===== config.mk =====
export PLATFORM = sky130hd
export DESIGN_NAME = tbe_unit
export DESIGN_NICKNAME = d
export VERILOG_FILES = /design/src/rtl/tbe_pkg.sv /design/src/rtl/tbe_sync.sv /design/src/rtl/tbe_unit.sv
export SDC_FILE = /design/constraint.sdc
export NUM_CORES = 1
export LEC_CHECK = 0
export ABC_AREA = 1
export BUFFER_PORTS_ARGS = -buffer_cell sky130_fd_sc_hd__buf_2
export CORE_MARGIN = 3
export CORE_UTILIZATION = 45
export CTS_CLUSTER_SIZE = 20
export DETAILED_ROUTE_END_ITERATION = 10
export PLACE_DENSITY_LB_ADDON = 0.2
export SLEW_MARGIN = 15
export SYNTH_ARGS = -nofsm -noshare
export SYNTH_HDL_FRONTEND = slang
export SYNTH_HIERARCHICAL = 1
export SYNTH_SLANG_ARGS = --single-unit

===== constraint.sdc =====
create_clock -name sys_clk_i -period 11.2 [get_ports sys_clk_i]
set_input_delay 0.56 -clock sys_clk_i [delete_from_list [all_inputs] [get_ports sys_clk_i]]
set_output_delay 0.56 -clock sys_clk_i [all_outputs]
set_load 0.01 [all_outputs]

===== src/rtl/tbe_pkg.sv =====
// package: constants, states and state record of the trap and breakpoint exception unit
package tbe_pkg;

	// =====================================================================
	// opcode decode
	localparam logic [11:0] TRAP_OP_HI   = 12'h4E4;  // trap #n, n in low nibble
	localparam logic [15:0] SWB_OP_FIRST = 16'h4848; // first breakpoint opcode
	localparam logic [15:0] SWB_OP_LAST  = 16'h484F; // last breakpoint opcode

	// =====================================================================
	// vectors
	localparam logic [3:0] TRAP_VEC_HI = 4'h2;  // trap vectors start at 32
	localparam logic [7:0] VEC_ILLEGAL = 8'h04; // illegal instruction
	localparam logic [7:0] VEC_HWBKPT  = 8'h0C; // hardware breakpoint, offset 0x30
	localparam logic [7:0] VEC_FMTERR  = 8'h0E; // format error

	// =====================================================================
	// stack frame formats
	localparam logic [3:0] FMT_FOUR  = 4'h0; // four-word frame
	localparam logic [3:0] FMT_SIX   = 4'h2; // six-word frame with instruction address
	localparam logic [3:0] FMT_BUSER = 4'hC; // bus-fault frame, carries a version number

	// =====================================================================
	// cpu space acknowledge cycles
	localparam logic [2:0]  FC_CPU_SPACE = 3'h7;         // function code of cpu space
	localparam logic [31:0] HWB_ACK_ADDR = 32'h0000001E; // hardware breakpoint acknowledge
	localparam logic [4:0]  SWB_ADDR_LSB = 5'h02;        // breakpoint number sits at bit 2

	// =====================================================================
	// control states, one-hot
	typedef enum logic [3:0] {
		ST_IDLE = 4'h1,
		ST_SWB  = 4'h2,
		ST_HWB  = 4'h4,
		ST_REL  = 4'h8
	} tbe_st_t;

	// whole state of the unit
	typedef struct packed {
		tbe_st_t     st;
		logic        pend;
		logic [31:0] cur_pc;
		logic [31:0] nxt_pc;
		logic [15:0] sr;
		logic        bus_req;
		logic [31:0] bus_addr;
		logic        exc_valid;
		logic [7:0]  exc_vec;
		logic [31:0] exc_vaddr;
		logic [3:0]  exc_fmt;
		logic [31:0] exc_pc;
		logic [31:0] exc_iaddr;
		logic [15:0] exc_sr;
		logic        resume;
		logic        op_valid;
		logic [15:0] op;
	} tbe_state_t;

endpackage


===== src/rtl/tbe_sync.sv =====
// two-stage synchroniser for pin inputs of the exception unit
`timescale 1ns/1ps
`default_nettype none

module tbe_sync #(
	parameter int WIDTH  = 3,
	parameter int STAGES = 2
) (
	// clock and reset
	input  wire logic             sys_clk_i,
	input  wire logic             sys_rst_i,
	// asynchronous in, synchronous out
	input  wire logic [WIDTH-1:0] async_i,
	output logic      [WIDTH-1:0] sync_o
);

	// =====================================================================
	// elaboration check
	if (WIDTH < 1 || STAGES < 2)
	begin : g_bad
		$error("tbe_sync needs WIDTH >= 1 and STAGES >= 2");
	end

	logic [WIDTH-1:0] stage_r [STAGES];

	// only the next stage reads each flop but the last, never logic
	always_ff @(posedge sys_clk_i or posedge sys_rst_i)
	begin
		if (sys_rst_i)
		begin
			for (int i = 0; i < STAGES; i++)
				stage_r[i] <= '0;
		end
		else
		begin
			stage_r[0] <= async_i;
			for (int i = 1; i < STAGES; i++)
				stage_r[i] <= stage_r[i-1];
		end
	end

	assign sync_o = stage_r[STAGES-1];

endmodule // tbe_sync

`default_nettype wire


===== src/rtl/tbe_unit.sv =====
// trap, breakpoint and format error exception unit of the core
`timescale 1ns/1ps
`default_nettype none

module tbe_unit #(
	parameter logic [3:0] CPU_VERSION = 4'h1 // arbitrary version number of this core
) (
	// clock and reset
	input  wire logic        sys_clk_i,
	input  wire logic        sys_rst_i,
	// instruction stream from the core
	input  wire logic        exec_i,
	input  wire logic [15:0] opcode_i,
	input  wire logic [31:0] cur_pc_i,
	input  wire logic [31:0] next_pc_i,
	input  wire logic [15:0] status_register_i,
	input  wire logic [31:0] vector_base_register_i,
	input  wire logic        itrap_i,
	input  wire logic [7:0]  itrap_vec_i,
	input  wire logic        ins_done_i,
	input  wire logic        ins_bkpt_i,
	input  wire logic        boundary_i,
	// return from exception frame check
	input  wire logic        return_from_exception_i,
	input  wire logic [3:0]  frame_fmt_i,
	input  wire logic [3:0]  frame_ver_i,
	// answers to the core
	output logic             busy_o,
	output logic             exc_valid_o,
	output logic [7:0]       exc_vec_o,
	output logic [31:0]      exc_vaddr_o,
	output logic [3:0]       exc_fmt_o,
	output logic [31:0]      exc_pc_o,
	output logic [31:0]      exc_iaddr_o,
	output logic [15:0]      exc_sr_o,
	output logic             resume_o,
	output logic             bkpt_op_valid_o,
	output logic [15:0]      bkpt_op_o,
	// system bus, cpu space cycles
	input  wire logic        hw_bkpt_req_i,
	input  wire logic        data_size_acknowledge_i,
	input  wire logic        bus_error_input_i,
	input  wire logic [15:0] bus_data_i,
	output logic             bus_req_o,
	output logic [2:0]       bus_fc_o,
	output logic [31:0]      bus_addr_o
);

	// =====================================================================
	// helpers
	function automatic logic [31:0] vec_addr(input logic [31:0] base, input logic [7:0] vec);
		vec_addr = base + {22'h0, vec, 2'h0};
	endfunction

	function automatic logic is_swb(input logic [15:0] op);
		is_swb = (op >= tbe_pkg::SWB_OP_FIRST) && (op <= tbe_pkg::SWB_OP_LAST);
	endfunction

	// =====================================================================
	// pin synchronisers
	logic [2:0] pin_s;
	logic       hwreq_s;
	logic       ack_s;
	logic       bus_error_input_s;

	tbe_sync #(
		.WIDTH  (3),
		.STAGES (2)
	) u_sync (
		.sys_clk_i (sys_clk_i),
		.sys_rst_i (sys_rst_i),
		.async_i   ({hw_bkpt_req_i, data_size_acknowledge_i, bus_error_input_i}),
		.sync_o    (pin_s)
	);

	assign hwreq_s = pin_s[2];
	assign ack_s   = pin_s[1];
	assign bus_error_input_s  = pin_s[0];

	// =====================================================================
	// next state
	tbe_pkg::tbe_state_t s_r;
	tbe_pkg::tbe_state_t s_nxt;
	logic                idle;
	logic                fmt_bad;
	logic                is_trap;

	assign idle    = (s_r.st == tbe_pkg::ST_IDLE);
	assign is_trap = exec_i && (opcode_i[15:4] == tbe_pkg::TRAP_OP_HI);
	assign fmt_bad = !((frame_fmt_i == tbe_pkg::FMT_FOUR) || (frame_fmt_i == tbe_pkg::FMT_SIX)
		|| ((frame_fmt_i == tbe_pkg::FMT_BUSER) && (frame_ver_i == CPU_VERSION)));

	always_comb
	begin
		s_nxt           = s_r;
		s_nxt.exc_valid = 1'b0;
		s_nxt.resume    = 1'b0;
		s_nxt.op_valid  = 1'b0;
		// cleared only when the acknowledge read starts; set wins
		if (idle && s_r.pend && boundary_i && !return_from_exception_i && !is_trap && !itrap_i
			&& !(exec_i && is_swb(opcode_i)))
			s_nxt.pend = 1'b0;
		if (hwreq_s || (ins_done_i && ins_bkpt_i))
			s_nxt.pend = 1'b1;
		unique case (s_r.st)
			tbe_pkg::ST_IDLE:
			begin
				s_nxt.cur_pc = cur_pc_i;
				s_nxt.nxt_pc = next_pc_i;
				s_nxt.sr     = status_register_i;
				if (return_from_exception_i)
				begin
					if (fmt_bad)
					begin
						s_nxt.exc_valid = 1'b1;
						s_nxt.exc_vec   = tbe_pkg::VEC_FMTERR;
						s_nxt.exc_vaddr = vec_addr(vector_base_register_i, tbe_pkg::VEC_FMTERR);
						s_nxt.exc_fmt   = tbe_pkg::FMT_FOUR;
						s_nxt.exc_pc    = cur_pc_i;
						s_nxt.exc_iaddr = cur_pc_i;
						s_nxt.exc_sr    = status_register_i;
					end
				end
				else if (is_trap)
				begin
					// trap vector from opcode, following address
					s_nxt.exc_valid = 1'b1;
					s_nxt.exc_vec   = {tbe_pkg::TRAP_VEC_HI, opcode_i[3:0]};
					s_nxt.exc_vaddr = vec_addr(vector_base_register_i,
						{tbe_pkg::TRAP_VEC_HI, opcode_i[3:0]});
					s_nxt.exc_fmt   = tbe_pkg::FMT_FOUR;
					s_nxt.exc_pc    = next_pc_i;
					s_nxt.exc_iaddr = cur_pc_i;
					s_nxt.exc_sr    = status_register_i;
				end
				else if (itrap_i)
				begin
					s_nxt.exc_valid = 1'b1;
					s_nxt.exc_vec   = itrap_vec_i;
					s_nxt.exc_vaddr = vec_addr(vector_base_register_i, itrap_vec_i);
					s_nxt.exc_fmt   = tbe_pkg::FMT_SIX;
					s_nxt.exc_pc    = next_pc_i;
					s_nxt.exc_iaddr = cur_pc_i;
					s_nxt.exc_sr    = status_register_i;
				end
				else if (exec_i && is_swb(opcode_i))
				begin
					s_nxt.st       = tbe_pkg::ST_SWB;
					s_nxt.bus_req  = 1'b1;
					s_nxt.bus_addr = {27'h0, opcode_i[2:0], 2'h0};
				end
				else if (s_r.pend && boundary_i)
				begin
					s_nxt.st       = tbe_pkg::ST_HWB;
					s_nxt.bus_req  = 1'b1;
					s_nxt.bus_addr = tbe_pkg::HWB_ACK_ADDR;
				end
			end
			tbe_pkg::ST_SWB:
			begin
				if (bus_error_input_s)
				begin
					s_nxt.st        = tbe_pkg::ST_REL;
					s_nxt.bus_req   = 1'b0;
					s_nxt.exc_valid = 1'b1;
					s_nxt.exc_vec   = tbe_pkg::VEC_ILLEGAL;
					s_nxt.exc_vaddr = vec_addr(vector_base_register_i, tbe_pkg::VEC_ILLEGAL);
					s_nxt.exc_fmt   = tbe_pkg::FMT_FOUR;
					s_nxt.exc_pc    = s_r.cur_pc;
					s_nxt.exc_iaddr = s_r.cur_pc;
					s_nxt.exc_sr    = s_r.sr;
				end
				else if (ack_s)
				begin
					s_nxt.st       = tbe_pkg::ST_REL;
					s_nxt.bus_req  = 1'b0;
					s_nxt.op_valid = 1'b1;
					s_nxt.op       = bus_data_i;
				end
			end
			tbe_pkg::ST_HWB:
			begin
				if (bus_error_input_s)
				begin
					s_nxt.st        = tbe_pkg::ST_REL;
					s_nxt.bus_req   = 1'b0;
					s_nxt.exc_valid = 1'b1;
					s_nxt.exc_vec   = tbe_pkg::VEC_HWBKPT;
					s_nxt.exc_vaddr = vec_addr(vector_base_register_i, tbe_pkg::VEC_HWBKPT);
					s_nxt.exc_fmt   = tbe_pkg::FMT_SIX;
					s_nxt.exc_pc    = s_r.nxt_pc;
					s_nxt.exc_iaddr = s_r.cur_pc;
					s_nxt.exc_sr    = s_r.sr;
				end
				else if (ack_s)
				begin
					s_nxt.st      = tbe_pkg::ST_REL;
					s_nxt.bus_req = 1'b0;
					s_nxt.resume  = 1'b1;
				end
			end
			tbe_pkg::ST_REL:
			begin
				// wait for both terminations to drop so the next cycle is not ended early
				if (!ack_s && !bus_error_input_s)
					s_nxt.st = tbe_pkg::ST_IDLE;
			end
			default:
				s_nxt.st = tbe_pkg::ST_IDLE;
		endcase
	end

	// state register
	always_ff @(posedge sys_clk_i or posedge sys_rst_i)
	begin
		if (sys_rst_i)
		begin
			s_r    <= '0;
			s_r.st <= tbe_pkg::ST_IDLE;
		end
		else
			s_r <= s_nxt;
	end

	// =====================================================================
	// outputs
	assign busy_o          = !idle;
	assign exc_valid_o     = s_r.exc_valid;
	assign exc_vec_o       = s_r.exc_vec;
	assign exc_vaddr_o     = s_r.exc_vaddr;
	assign exc_fmt_o       = s_r.exc_fmt;
	assign exc_pc_o        = s_r.exc_pc;
	assign exc_iaddr_o     = s_r.exc_iaddr;
	assign exc_sr_o        = s_r.exc_sr;
	assign resume_o        = s_r.resume;
	assign bkpt_op_valid_o = s_r.op_valid;
	assign bkpt_op_o       = s_r.op;
	assign bus_req_o       = s_r.bus_req;
	assign bus_fc_o        = tbe_pkg::FC_CPU_SPACE;
	assign bus_addr_o      = s_r.bus_addr;
endmodule // tbe_unit

`default_nettype wire


* Yosys cells after proc, flatten, opt, wreduce, memory -nomap -nowiden
Cells that the tools add are included.
** Operators by class
- Add/subtract/negate cells :: 5
- Multiply operators :: 0
- Divide/modulo/power cells :: 0
- Magnitude comparators :: 2
- Equality and inequality tests :: 18
- Shift-type cells :: 0
- Multiplexer cells :: 32
- Bitwise logic cells :: 4
- Reduce and logical (&&, ||, !) cells :: 34
** Operators with widths (number)
- 125-bit two-way mux :: 6
- 125-bit one-hot mux with 3 select lines :: 1
- 33-bit two-way mux :: 5
- 32-bit by 6-bit adder with 32-bit output, second input constant :: 2
- 17-bit two-way mux :: 3
- 32-bit by 10-bit adder with 32-bit output :: 1
- 32-bit by 5-bit adder with 32-bit output, second input constant :: 1
- 32-bit by 8-bit adder with 32-bit output :: 1
- 4-bit two-way mux :: 8
- 16-bit by 15-bit >= comparator with 1-bit output, second input constant :: 1
- 16-bit by 15-bit less-or-equal comparator with 1-bit output, second input constant :: 1
- 1-bit logical AND :: 13
- 12-bit by 11-bit == test with 1-bit output, second input constant :: 1
- 4-bit one-hot mux with 3 select lines :: 1
- 6-bit AND reduction :: 2
- 5-bit AND reduction :: 2
- 4-bit by 1-bit == test with 1-bit output, second input constant :: 2
- 4-bit by 2-bit == test with 1-bit output, second input constant :: 2
- 4-bit == test, second input constant :: 2
- 2-bit != test, second input constant :: 4
- 1-bit zero test :: 7
- 1-bit two-way mux :: 7
- 3-bit by 1-bit != test with 1-bit output, second input constant :: 2
- 2-bit nonzero test :: 3
- other kinds (11) :: 17
** Word-level totals
- Bits in registers :: 267
- Bits in latches :: 0
- Bits in writable memories :: 0
- Bits in read-only memories :: 0
- Output and inout bits :: 180
- Logic and storage cells :: 114
- Memories kept :: 0

* Depth between registers and ports, before layout
Gate-level depths: netlist (run 1).
- Depth after elaboration :: 9
- Gate-level depth with buffers :: 14

* Cells and area by module
Netlist (run 1), hierarchy kept.
** Modules (own cells, without submodules)
- tbe_unit :: times used 1, cells an instance 2181, area each 15379.8 um2
- tbe_sync :: times used 1, cells an instance 10, area each 176.4 um2

* Least setup slack after synthesis (run 1)
OpenSTA, ideal clock, no wires.
- Path kind :: input port to flip-flop
- Start :: in opcode_i[0]
- End :: reg s_r (netlist bit exc_vaddr_o[24])
- Arrival :: 2.037 ns
- Setup slack :: 9.038 ns
- Stages on the path :: 14
- Path through :: ha_1 -> fa_1 -> inv_1 -> nor2_1 -> nor2_1 -> nor2_1 -> nor2_1 -> inv_1 -> nand2_1 -> nand2_1 -> nand3_1 -> nand2_1 -> nand2_1 -> nand3_1
** Between the ends
- Longest elaborated chain between the ends :: 4
** Ends and longest elaborated chain
- start, declared :: line tbe_unit.sv:13 : input wire logic [15:0] opcode_i,
- 32-bit by 8-bit adder with 32-bit output :: line tbe_unit.sv:52 : vec_addr = base + {22'h0, vec, 2'h0};
- 125-bit two-way mux :: line tbe_unit.sv:124 : else if (is_trap)
- 125-bit two-way mux :: line tbe_unit.sv:111 : if (return_from_exception_i)
- 125-bit one-hot mux with 3 select lines :: line tbe_unit.sv:105 : unique case (s_r.st)
- end signal, assigned :: line tbe_unit.sv:222 : s_r <= s_nxt;
- end, declared :: line tbe_unit.sv:82 : tbe_pkg::tbe_state_t s_r;
No other way between the ends.
A chain may end at the register's enable or synchronous reset.

* Worst setup path in the final report (run 1)
- Start :: reg s_r[257] in the netlist's numbering
- End :: reg s_r (netlist bit exc_vaddr_o[10])
** Between the ends
- Longest elaborated chain between the ends :: 3
- Elaborated cells between the ends (all ways) :: 10
- Classes of those cells :: 7 x eq/ne; 1 x mux; 2 x reduce/logical
** Ends and longest elaborated chain (line)
- 4-bit by 1-bit == test with 1-bit output (tied with other cells) :: tbe_unit.sv:105
- 4-bit by 3-bit != test with 1-bit output (no source line) (tied with other cells)
- 5-bit AND reduction (no source line)
Several ways; a longest one is shown, not always the timed one.

==> results by stage, run 1 <==
Yosys:
- The number of distinct library cells after synthesis is 45.
- In the synthesized netlist the async set-or-reset flop fraction comes to 100%.
- Summed over all instances, the cell type with the most area after synthesis is sky130_fd_sc_hd__dfrtp_1.
- After technology mapping, the gate count stands at roughly 2200.
- By area the synthesized netlist is led by sky130_fd_sc_hd__dfrtp_1, sky130_fd_sc_hd__nand2_1, sky130_fd_sc_hd__buf_4.
- The post-synth design cell area is 15600 um2.
- The number of storage elements in the synthesis netlist is 236.
- The number of flops mapped to enable cells by yosys is 0.
- A synthesized cell averages about 7.1 um2.
- During synthesis, Yosys emitted a total of 6 warnings.
- The top cell type's share of synthesized area is 37.8%.
- Among all cell types in the netlist, the one instantiated most often is sky130_fd_sc_hd__nand2_1.
- Summing the sequential cell areas from Yosys gives between 30% and 40% of the chip area.
- Ranked by instance count, the synthesized netlist is headed by sky130_fd_sc_hd__nand2_1, sky130_fd_sc_hd__dfrtp_1, sky130_fd_sc_hd__nand3_1.
- The most used flip-flop cell after synthesis is sky130_fd_sc_hd__dfrtp_1.

Detailed routing:
- The routed length per instance is around 19 um.
- The vias per cell is 5.37.
- In this run, the number of DRC markers left after iteration 0 of detailed routing was between 1000 and 1500.
- The total routed wirelength is about 52000 um.
- The routed via count is approximately 15000.
- For this run, design rule violations remaining after detail routing come to 0.
- The count of nets left with antenna violations once routing finished came out at 0.
- The first TritonRoute pass finished after 6 iterations.

Setup path:
- The origin of the worst setup path is s_r[257].
- In this run the critical register-to-register path is launched from s_r[257].
- The setup check on the worst reg-to-reg path leaves a slack of 7410 ps.
- The endpoint arrival time on the critical path is about 4300 ps.
- The setup path with the least slack is of type flip-flop to flip-flop.
- The worst endpoint required time is about 12000 ps.
- STA classifies the critical path startpoint as a flip-flop.
- The critical path capture point type is a flip-flop.
- In this run the critical register-to-register path is captured at exc_vaddr_o[10].
- Of all nets on the critical path, the largest fanout is 25.
- Measured in cells, the most critical reg-to-reg path has a length of 10.

Placed design:
- Buffers placed on the I/O ports in this run total 316.
- The worst slack at placement is about 7000 ps.
- The HPWL after detailed placement is ~37000 um.
- The final weighted congestion in routability-driven placement is ~0.96.

STA:
- For the pin with the worst max-slew slack, the measured transition is 1100 ps.
- The worst path needs 3790 ps of the cycle, external delays included.
- Setup repair after global routing left no endpoint under its margin.
- The setup-violating endpoint count in the final report is 0.
- The count of final hold-check violations is 0.
- The headroom to the max-slew limit is between 20% and 30%.
- The final setup slack of the worst path is ~7400 ps.
- Of the available clock period, the critical path in the final layout requires between 30% and 40%.
- The upper clock frequency limit is 264 MHz.
- Adding up every negative setup slack in the final design gives 0 ps.
- The number of max-slew violations in the final report is 0.
- The tightest hold path in the finished design has a slack of ~120 ps.
- Across the routed clock network, the largest skew measured is between 10 and 15 ps.

Cells and area:
- The area taken by multi-input logic gates is about 7300 um2.
- The layout has between 3000 and 4000 filler cells.
- The fraction of layout cells with a size suffix above 1 is between 10% and 20%.
- The post-layout net count is between 2000 and 3000.
- The layout-stage area growth over the synthesis result is 9.80%.
- The area occupied by registers is approximately 6000 um2.

Clocking:
- The latest clock arrival within the worst-skew pair is between 500 and 600 ps.
- The clock buffer count from CTS is 27.
- The number of sinks on the clock net is 236.
- Once the clock tree was built, the resizer swapped 0 gates to a different size.
- CTS placed an instance of sky130_fd_sc_hd__clkbuf_16 at the clock tree root.
- The CTS tree is built.
- The clock transition at the registers of the reported paths is ~60 ps.
- The buffer levels on the longest clock path is 3.
- CTS built an H-tree with a depth of 1.

Pwr:
- The clock share of power is 21.5%.
- Internal power comes to approximately 2.3 mW.
- The worst-case IR drop observed on VDD is 0.140 mV.
- The switching power total is around 1.7 mW.
- The share of total power dissipated in combinational logic is approximately two fifths.
- Dividing total power by cell area gives a power density of between 200 and 250 nW/um2.
- The leakage dissipation is around 8.8 nW.
- The relative contribution of sequential cells to total power is about 37%.
- The post-route total power is ~4 mW.
- Net switching is a little over two fifths of the power.

Job:
- The number of maximum-capacitance violations is 0.

GRT:
- The first global-routing pass estimated approximately 80000 um of wire.
- The number of antenna violations at the first check in global routing came to 9.
- The number of global-route vias before repair is ~14000.
- Global routing consumed, over all layers together, between 20% and 30% of the routing resources.
- Summed over all layers, the global routing overflow is 0.
- The pin count of the biggest net entering global routing is around 90.

Min path:
- The launch instance of the worst min-delay path is bus_error_input_i.
- The capture endpoint of the worst hold path is u_sync/stage_r[3].
- The worst hold path stage count is 1.
- In this run the worst hold path is classified as input pin to flip-flop.

Die:
- In this run the vertical extent of the chip is 192 um.
- The die footprint is 36800 um2.
- In this run the count of I/O pins placed on the die edge is about 350.
- The starting density of the core is ~46%.
- The die extent in x is approximately 190 um.
- The core area is between 30000 and 40000 um2.
- The standard-cell row count is 67.

Outcome:
- The flow ran to the end, and the final reports show no timing, DRC or antenna violations.
[how the worst max path moves through the flow]
stage                 endpoint  depth (start not counted)
3_5_place_dp    exc_vaddr_o[1]                         11
3_3_place_gp    exc_vaddr_o[0]                         11
6_report       exc_vaddr_o[10]                         10
2_1_floorplan     bkpt_op_o[0]                          1
5_1_grt        exc_vaddr_o[10]                         10
4_1_cts         exc_vaddr_o[1]                         11
[worst max-delay path, cell delays in order (launching register included)]
cell,delay (ps)
sky130_fd_sc_hd__dfstp_2,540
sky130_fd_sc_hd__inv_1,60
sky130_fd_sc_hd__nor2_1,160
sky130_fd_sc_hd__nand2_4,160
sky130_fd_sc_hd__nor2_4,710
sky130_fd_sc_hd__inv_1,730
sky130_fd_sc_hd__nor2_2,870
sky130_fd_sc_hd__o21ai_0,210
sky130_fd_sc_hd__o21bai_1,170
sky130_fd_sc_hd__inv_1,50
sky130_fd_sc_hd__nand4_1,60
[cells in the final DEF (no fill, tap or decap), types with 27 or more instances in the layout]
cell type	instances
sky130_fd_sc_hd__nand3_1	197
sky130_fd_sc_hd__buf_2	316
sky130_fd_sc_hd__o21ai_0	117
sky130_fd_sc_hd__o211ai_1	30
sky130_fd_sc_hd__nand4_1	27
sky130_fd_sc_hd__nand2_1	752
sky130_fd_sc_hd__clkbuf_16	27
sky130_fd_sc_hd__a21oi_1	48
sky130_fd_sc_hd__conb_1	34
sky130_fd_sc_hd__dfrtp_1	235
sky130_fd_sc_hd__inv_1	191
sky130_fd_sc_hd__nor2_1	122
[registers in the layout, summed over array words and instances (netlist names)]
name	count
u_sync/stage_r	3
bkpt_op_valid_o	1
exc_fmt_o	1
bus_req_o	1
exc_sr_o	16
bus_addr_o	4
exc_pc_o	32
u_sync/sync_o	3
s_r	85
exc_vaddr_o	32
exc_valid_o	1
resume_o	1
exc_vec_o	8
exc_iaddr_o	32
bkpt_op_o	16
[routing by layer]
metal | wire length, um | share of wire (%) | GRT usage, % | vias up
li1 | - | - | - | 7147
met1 | 21800 | 42 | 37.0 | 7034
met2 | 24400 | 47 | 44.8 | 644
met3 | 4090 | 7.8 | 4.45 | 109
met4 | 1860 | 3.6 | 9.60 | 10
met5 | 68 | 0.13 | 0 | -
[power groups by stage]
stage | logic [mW] | registers (mW) | clock network (mW)
after CTS | 1.67 | 1.45 | 0.877
final | 1.67 | 1.46 | 0.856
after detailed placement | 1.66 | 1.46 | 0
after global placement | 1.61 | 1.46 | 0
after floorplan | 1.40 | 1.39 | 0
after global routing | 1.88 | 1.49 | 0.911
[stage by stage]
stage / area, um2 / utilization [%] / std cells
floorplan: 15700 / - / 2223
global placement: 16200 / 47.9 / 2734
detailed placement: 16200 / 47.9 / 2734
CTS: 17000 / 50.4 / 2780
global route: 17100 / 50.6 / 2785
finish: 17100 / 50.6 / 2785
[cell families after synthesis]
family                   count (synthesis)  share of synthesized area [%]
buffers and inverters                  468                           16.1
AO/OA/AOI/OAI                          296                           12.0
adder cells (fa/ha/maj)                 18                           1.54
XOR/XNOR                                20                           1.13
AND/OR/NAND/NOR                       1151                           31.2
flip-flops                             236                           38.0
other                                    2                         0.0483
[timing repair]
item | CTS | global route
buffers inserted | 0 | 0
hold buffers | 1 | 0
endpoints found under the hold margin | 6 | 0
[final cells by class]
| class | count | area share, % |
|---|---|---|
| clock inverter | 9 | 0.527 |
| antenna | 4 | 0.0586 |
| tap | 448 | 3.28 |
| inverter | 202 | 4.48 |
| sequential | 236 | 34.6 |
| timing repair buffer | 331 | 10.1 |
| multi-input combinational | 1519 | 42.6 |
| clock buffer | 36 | 4.39 |
Power figures use the tool's default switching activity.
==> inputs of run 2 (changes only) <==
- clock period: 11.2 -> 3.3 ns (I/O delays scaled with it)
==> run 2 against run 1 <==
Non-clock buffer count up 129. Wire length rose by 2.2%. Clock skew shrank 2.9 ps. Power increased to 3.5 times the previous value. Design area rose by 7.8%. Utilization is 3.9 points higher. Via count is 4.3% higher. Die area unchanged. Largest power group unchanged. Sequential share of layout area decreased by 2.5 points. Final cell count grew 4.6%. Highest routed layer unchanged.
==> results by stage, run 2 (synthesis results as in run 1) <==
GRT:
- The pin count of the biggest net entering global routing is 148 (was 88).
- The number of global-route vias before repair was 15100 (was 14200).
- The number of antenna violations at the first check in global routing is 4 (was 9).
- The global-route wire length before repair is 82600 um (was 79700 um).
- The remaining global-route overflow is 0 (unchanged).
- The total global-route track usage is 28.3% (was 27.4%).

STA:
- The final worst hold slack came to 20.0 ps (was 116 ps).
- RSZ-0062 raised after global routing: false (unchanged).
- The slew of the pin with the lowest slew margin is 960 ps (was 1100 ps).
- The share of the clock period used by the worst path after layout is 85.3% (was 33.8%).
- The count of final hold-check violations is 0 (unchanged).
- The headroom to the max-slew limit is 35.9% (was 26.2%).
- The minimum clock period after layout is 2820 ps (was 3790 ps).
- The setup-violating endpoint count in the final report came to 0 (unchanged).
- The setup total negative slack was 0 ps (unchanged).
- The final setup slack of the worst path is 485 ps (was 7410 ps).
- The setup clock skew after layout is 11.9 ps (was 14.8 ps).
- The upper clock frequency limit came to 355 MHz (was 264 MHz).
- The number of max-slew violations in the final report is 0 (unchanged).

Die:
- The die extent in x was 192 um (unchanged).
- The core area is 33800 um2 (unchanged).
- The starting density of the core is 46.0% (unchanged).
- The die footprint is 36800 um2 (unchanged).
- The I/O pin count is 351 (unchanged).
- The chip height is 192 um (unchanged).
- The standard-cell row count was 67 (unchanged).

Cells and area:
- The final standard cell utilization of the core was 54.5% (was 50.6%).
- The most common library cell in the layout ignoring fill and taps is sky130_fd_sc_hd__nand2_1 (unchanged).
- The non-filler instance count after layout came to 2912 (was 2785).
- The layout-stage area growth over the synthesis result was 18.3% (was 9.80%).
- The largest register by flop count was s_r (unchanged).
- Leading cell types in the layout, fill and taps excluded: sky130_fd_sc_hd__nand2_1, sky130_fd_sc_hd__buf_2, sky130_fd_sc_hd__dfrtp_1, sky130_fd_sc_hd__nand3_1, sky130_fd_sc_hd__inv_1 (unchanged).
- The fraction of layout cells with a size suffix above 1 is 17.7% (was 18.1%).
- The finished layout cell area came to 18400 um2 (was 17100 um2).
- The post-layout net count came to 2636 (was 2506).
- The number of flip-flops under the largest register name is 85 (unchanged).

Detailed routing:
- The number of DRC markers after the initial detailed-route iteration is 1228 (was 1267).
- The routed via count is 15600 (was 14900).
- The routed length per instance is 18.3 um (was 18.7 um).
- The total routed wirelength is 53300 um (was 52200 um).
- The vias per cell came to 5.35 (was 5.37).
- The antenna violation net count after detailed routing is 0 (unchanged).
- The number of detailed-routing iterations run before antenna repair is 5 (was 6).
- The remaining routing DRC violations came to 0 (unchanged).

Min path:
- The worst min-delay path category is input pin to flip-flop (unchanged).

Placed design:
- The number of buffers added on ports came to 316 (unchanged).
- The HPWL after detailed placement is 36600 um (about the same).
- The cell count after placement is 2748 (was 2734).
- The cell area reported after detailed placement is 16300 um2 (was 16200 um2).
- The worst slack at placement is 760 ps (was 7020 ps).
- The final weighted congestion in routability-driven placement is 0.970 (was 0.965).

Setup path:
- The peak fanout along the critical path is 13 (was 25).
- The worst endpoint required time was 3800 ps (was 11680 ps).
- The critical path capture point type is a flip-flop (unchanged).
- The critical path launch point type is a flip-flop (unchanged).
- The critical path class is flip-flop to flip-flop (unchanged).
- The endpoint arrival time on the critical path is 3320 ps (was 4270 ps).

Clocking:
- The clock transition at the registers of the reported paths was 60 ps (about the same).
- The buffer levels on the longest clock path came to 3 (unchanged).
- The number of sinks on the clock net is 236 (unchanged).
- The latest clock arrival within the worst-skew pair came to 570 ps (was 550 ps).
- The CTS tree is built (unchanged).
- The clock buffer count from CTS was 28 (was 27).
- The post-CTS setup buffer count is 0 (unchanged).
- The number of gates given a new drive strength after cts is 0 (unchanged).
- The clock root buffer master is sky130_fd_sc_hd__clkbuf_16 (unchanged).
- The H-tree depth is 1 (unchanged).
- The number of hold buffers added after cts was 117 (was 1).

Pwr:
- The peak ir drop on the vdd network is 0.708 mV (was 0.140 mV).
- The post-route total power was 13.8 mW (was 3.98 mW).
- The power density over the cells is 750 nW/um2 (was 233 nW/um2).
- The leakage dissipation is 9.34 nW (was 8.76 nW).

Outcome:
- Status: complete, no violations (unchanged).

Job:
- The number of maximum-capacitance violations was 0 (unchanged).
## run 2: cell count changes in the layout (fill, tap and decap cells not counted), sizes merged
cell and change:
dlygate4sd3 +116, diode -3, buf +13, clkinvlp -1, clkbuf +3, clkinv +1, inv -2
## run 2: worst max-delay path, cell delays in order, from the launching register on
cell and delay (ps):
sky130_fd_sc_hd__dfstp_2 540, sky130_fd_sc_hd__inv_1 60, sky130_fd_sc_hd__nor2_1 160, sky130_fd_sc_hd__nand2_4 120
sky130_fd_sc_hd__nor2_4 350, sky130_fd_sc_hd__inv_1 180, sky130_fd_sc_hd__nor2_2 500, sky130_fd_sc_hd__a22oi_1 190
sky130_fd_sc_hd__dlygate4sd3_1 600, sky130_fd_sc_hd__nand2_1 60
## run 2: area by class of cell
type / instances / area (um2)
Inverter: 202 / 762
Fill cell: 3303 / 15400
Tap cell: 448 / 561
Sequential cell: 236 / 5910
Antenna cell: 1 / 2.50
Clock inverter: 7 / 88.8
Timing Repair Buffer: 460 / 3010
Clock buffer: 39 / 802
Multi-Input combinational cell: 1519 / 7280
## run 2: final timing paths
kind	endpoint	cells past startpoint	slack, ps	startpoint
worst max-delay path	exc_vec_o[0]	9	480	s_r[257]
worst min-delay path	bus_addr_o[1]	5	20	boundary_i
worst max register to register	exc_vec_o[0]	9	480	s_r[257]
worst min register to register	u_sync/sync_o[1]	0	350	u_sync/stage_r[4]
max in group asynchronous	exc_vaddr_o[11]	4	2250	sys_rst_i
min in group asynchronous	u_sync/stage_r[5]	3	90	sys_rst_i
## run 2: metal layers
metal,GRT usage (%),vias up,share of wire [%]
li1,-,7400,-
met4,12.5,6,4.5
met2,45.1,704,46
met3,4.71,149,7.8
met5,0,-,0.077
met1,37.9,7323,42
## run 2: power breakdown
part / leakage [nW] / total [mW] / switching (mW) / internal, mW
Clock: 0.439 / 3.04 / 1.28 / 1.76
Sequential: 2.85 / 4.91 / 0.705 / 4.21
Combinational: 6.04 / 5.86 / 3.78 / 2.08
Total: 9.34 / 13.8 / 5.76 / 8.05
==> inputs of run 3 (changes only) <==
- CORE_UTILIZATION: 45 -> 25
==> run 3 against run 2 <==
Clock skew rose by 15 ps. Largest power group unchanged. Die area grew 77%. Sequential share of layout area down 1.1 points. Hold slack better by 16 ps. Clock power grew 18%. Critical path type unchanged.
==> results by stage, run 3 (synthesis results as in run 1) <==
Setup path:
- The capture instance of the worst register-to-register path is exc_vec_o[0] (unchanged).
- The critical path capture point type is a flip-flop (unchanged).
- The critical path class is flip-flop to flip-flop (unchanged).
- The peak fanout along the critical path is 27 (was 13).
- The endpoint arrival time on the critical path is 3380 ps (was 3320 ps).
- The cell with the largest stage delay on the worst path was sky130_fd_sc_hd__dlygate4sd3_1 (unchanged).
- The largest stage delay on the critical path was 600 ps (about the same).
- The most common cell type on the critical path was sky130_fd_sc_hd__inv_1 (unchanged).
- The critical path launch point type is a flip-flop (unchanged).
- The worst reg2reg path startpoint is s_r[257] (unchanged).
- The worst endpoint required time is 3790 ps (was 3800 ps).
- The number of cells traversed by the worst register-to-register path is 10 (was 9).
- The setup slack of the most critical reg-to-reg path was 420 ps (was 480 ps).
- Crit-path cells: inv_1, nor2_1, nand2_4, nor2_4, inv_1, nor2_2, buf_4, a22oi_1, dlygate4sd3_1, nand2_1 (was inv_1, nor2_1, nand2_4, nor2_4, inv_1, nor2_2, a22oi_1, dlygate4sd3_1, nand2_1).

Die:
- The chip height is 255 um (was 192 um).
- The I/O pin count is 351 (unchanged).
- The standard-cell row count came to 90 (was 67).
- The core area is 60900 um2 (was 33800 um2).
- The starting density of the core is 25.5% (was 46.0%).
- The die footprint is 65300 um2 (was 36800 um2).
- The die extent in x is 255 um (was 192 um).

Clocking:
- The latest clock arrival within the worst-skew pair is 550 ps (was 570 ps).
- The clock buffer count from CTS came to 34 (was 28).
- The buffer levels on the longest clock path is 3 (unchanged).
- The CTS tree is built (unchanged).
- The number of hold buffers added after cts was 114 (was 117).
- The clock transition at the registers of the reported paths is 60 ps (about the same).
- The number of gates given a new drive strength after cts was 0 (unchanged).
- The H-tree depth is 2 (was 1).
- The number of sinks on the clock net is 236 (unchanged).
- The clock root buffer master is sky130_fd_sc_hd__clkbuf_16 (unchanged).
- The post-CTS setup buffer count is 0 (unchanged).

Min path:
- The launch instance of the worst min-delay path is vector_base_register_i[16] (was boundary_i).
- The worst hold path stage count was 4 (was 5).
- The capture endpoint of the worst hold path is exc_vaddr_o[16] (was bus_addr_o[1]).
- The worst min-delay path category is input pin to flip-flop (unchanged).

STA:
- The upper clock frequency limit came to 347 MHz (was 355 MHz).
- The final setup slack of the worst path is 415 ps (was 485 ps).
- The slew of the pin with the lowest slew margin is 974 ps (was 960 ps).
- The count of final hold-check violations is 0 (unchanged).
- The setup-violating endpoint count in the final report came to 0 (unchanged).
- The number of max-slew violations in the final report is 0 (unchanged).
- The setup clock skew after layout came to 27.4 ps (was 11.9 ps).
- The setup total negative slack is 0 ps (unchanged).
- The headroom to the max-slew limit came to 35.0% (was 35.9%).
- The minimum clock period after layout is 2880 ps (was 2820 ps).
- RSZ-0062 raised after global routing: false (unchanged).
- The share of the clock period used by the worst path after layout is 87.4% (was 85.3%).

Pwr:
- The leakage dissipation is 9.41 nW (was 9.34 nW).
- The peak ir drop on the vdd network was 0.541 mV (was 0.708 mV).
- The power density over the cells is 765 nW/um2 (was 750 nW/um2).

Detailed routing:
- The antenna violation net count after detailed routing is 0 (unchanged).
- The total routed wirelength is 64500 um (was 53300 um).
- The routed via count is 15500 (was 15600).
- The number of DRC markers after the initial detailed-route iteration is 1051 (was 1228).
- The remaining routing DRC violations is 0 (unchanged).
- The number of detailed-routing iterations run before antenna repair is 5 (unchanged).
- The vias per cell came to 4.70 (was 5.35).
- The routed length per instance is 19.5 um (was 18.3 um).

GRT:
- The remaining global-route overflow is 0 (unchanged).
- The pin count of the biggest net entering global routing is 98 (was 148).
- The number of antenna violations at the first check in global routing is 7 (was 4).
- The global-route wire length before repair is 97400 um (was 82600 um).
- The total global-route track usage came to 19.4% (was 28.3%).
- The number of global-route vias before repair was 15600 (was 15100).

Cells and area:
- The non-filler instance count after layout is 3307 (was 2912).
- The final standard cell utilization of the core is 31.3% (was 54.5%).
- The layout-stage area growth over the synthesis result is 22.4% (was 18.3%).
- Leading cell types in the layout, fill and taps excluded: sky130_fd_sc_hd__nand2_1, sky130_fd_sc_hd__buf_2, sky130_fd_sc_hd__dfrtp_1, sky130_fd_sc_hd__nand3_1, sky130_fd_sc_hd__inv_1 (unchanged).
- The finished layout cell area is 19000 um2 (was 18400 um2).
- The post-layout net count was 2641 (was 2636).
- The most common library cell in the layout ignoring fill and taps is sky130_fd_sc_hd__nand2_1 (unchanged).
- The fraction of layout cells with a size suffix above 1 is 18.1% (was 17.7%).
- The number of flip-flops under the largest register name was 85 (unchanged).
- The largest register by flop count is s_r (unchanged).
- The filler cell count is 6675 (was 3303).

Placed design:
- The worst slack at placement was 588 ps (was 760 ps).
- The HPWL after detailed placement is 45000 um (was 36600 um).
- The final weighted congestion in routability-driven placement was 0.931 (was 0.970).
- The number of buffers added on ports came to 316 (unchanged).
- The cell area reported after detailed placement is 16800 um2 (was 16300 um2).
- The cell count after placement was 3130 (was 2748).

Job:
- The number of maximum-capacitance violations is 0 (unchanged).

Outcome:
- Status: complete, no violations (unchanged).
## run 3: worst max-delay path, delay by kind of cell, from the launching register on
| kind | cells | cell delay (ps) |
|---|---|---|
| AND/OR/NAND/NOR | 5 | 1100 |
| buffers and inverters | 4 | 1070 |
| flip-flops | 1 | 540 |
| AO/OA/AOI/OAI | 1 | 110 |
## run 3: area by class of cell
type                            count  area [um2]  area share, %
Tap cell                          828        1040           5.44
Multi-Input combinational cell   1519        7280           38.2
Timing Repair Buffer              459        2980           15.6
Antenna cell                        4        10.0         0.0526
Inverter                          202         762           4.00
Clock inverter                      9        80.1          0.420
Sequential cell                   236        5910           31.0
Clock buffer                       50         991           5.20
## run 3: per-stage QoR
stage	hold WS [ps]	total power, mW
after floorplan	-44.0	9.48
after global placement	125	10.9
after detailed placement	129	11.0
after CTS	5.99	14.9
after global routing	38.8	15.8
final	36.0	14.6
## run 3: report_power, final
group,switching [mW],total (mW),internal [mW]
Sequential,0.708,4.91,4.21
Combinational,3.99,6.07,2.08
Clock,1.49,3.58,2.09
Total,6.19,14.6,8.38
## run 3: worst max path at each step
stage,to,depth (start not counted),slack [ps],startpoint
global placement,exc_vec_o[3],11,550,opcode_i[4]
finish,exc_vec_o[0],10,420,s_r[257]
detailed placement,exc_vec_o[3],11,590,opcode_i[4]
CTS,exc_vec_o[0],10,410,s_r[257]
floorplan,bkpt_op_o[0],1,130,sys_rst_i
global route,exc_vec_o[0],10,270,s_r[257]
## run 3: layer usage
layer	global-route usage, %	share of wire [%]	vias up	routed length (um)
met5	0	0.084	-	54
met4	5.84	2.9	6	1860
met3	3.93	6.1	98	3930
met2	32.7	47	511	30500
met1	24.9	44	7488	28100
li1	-	-	7441	-
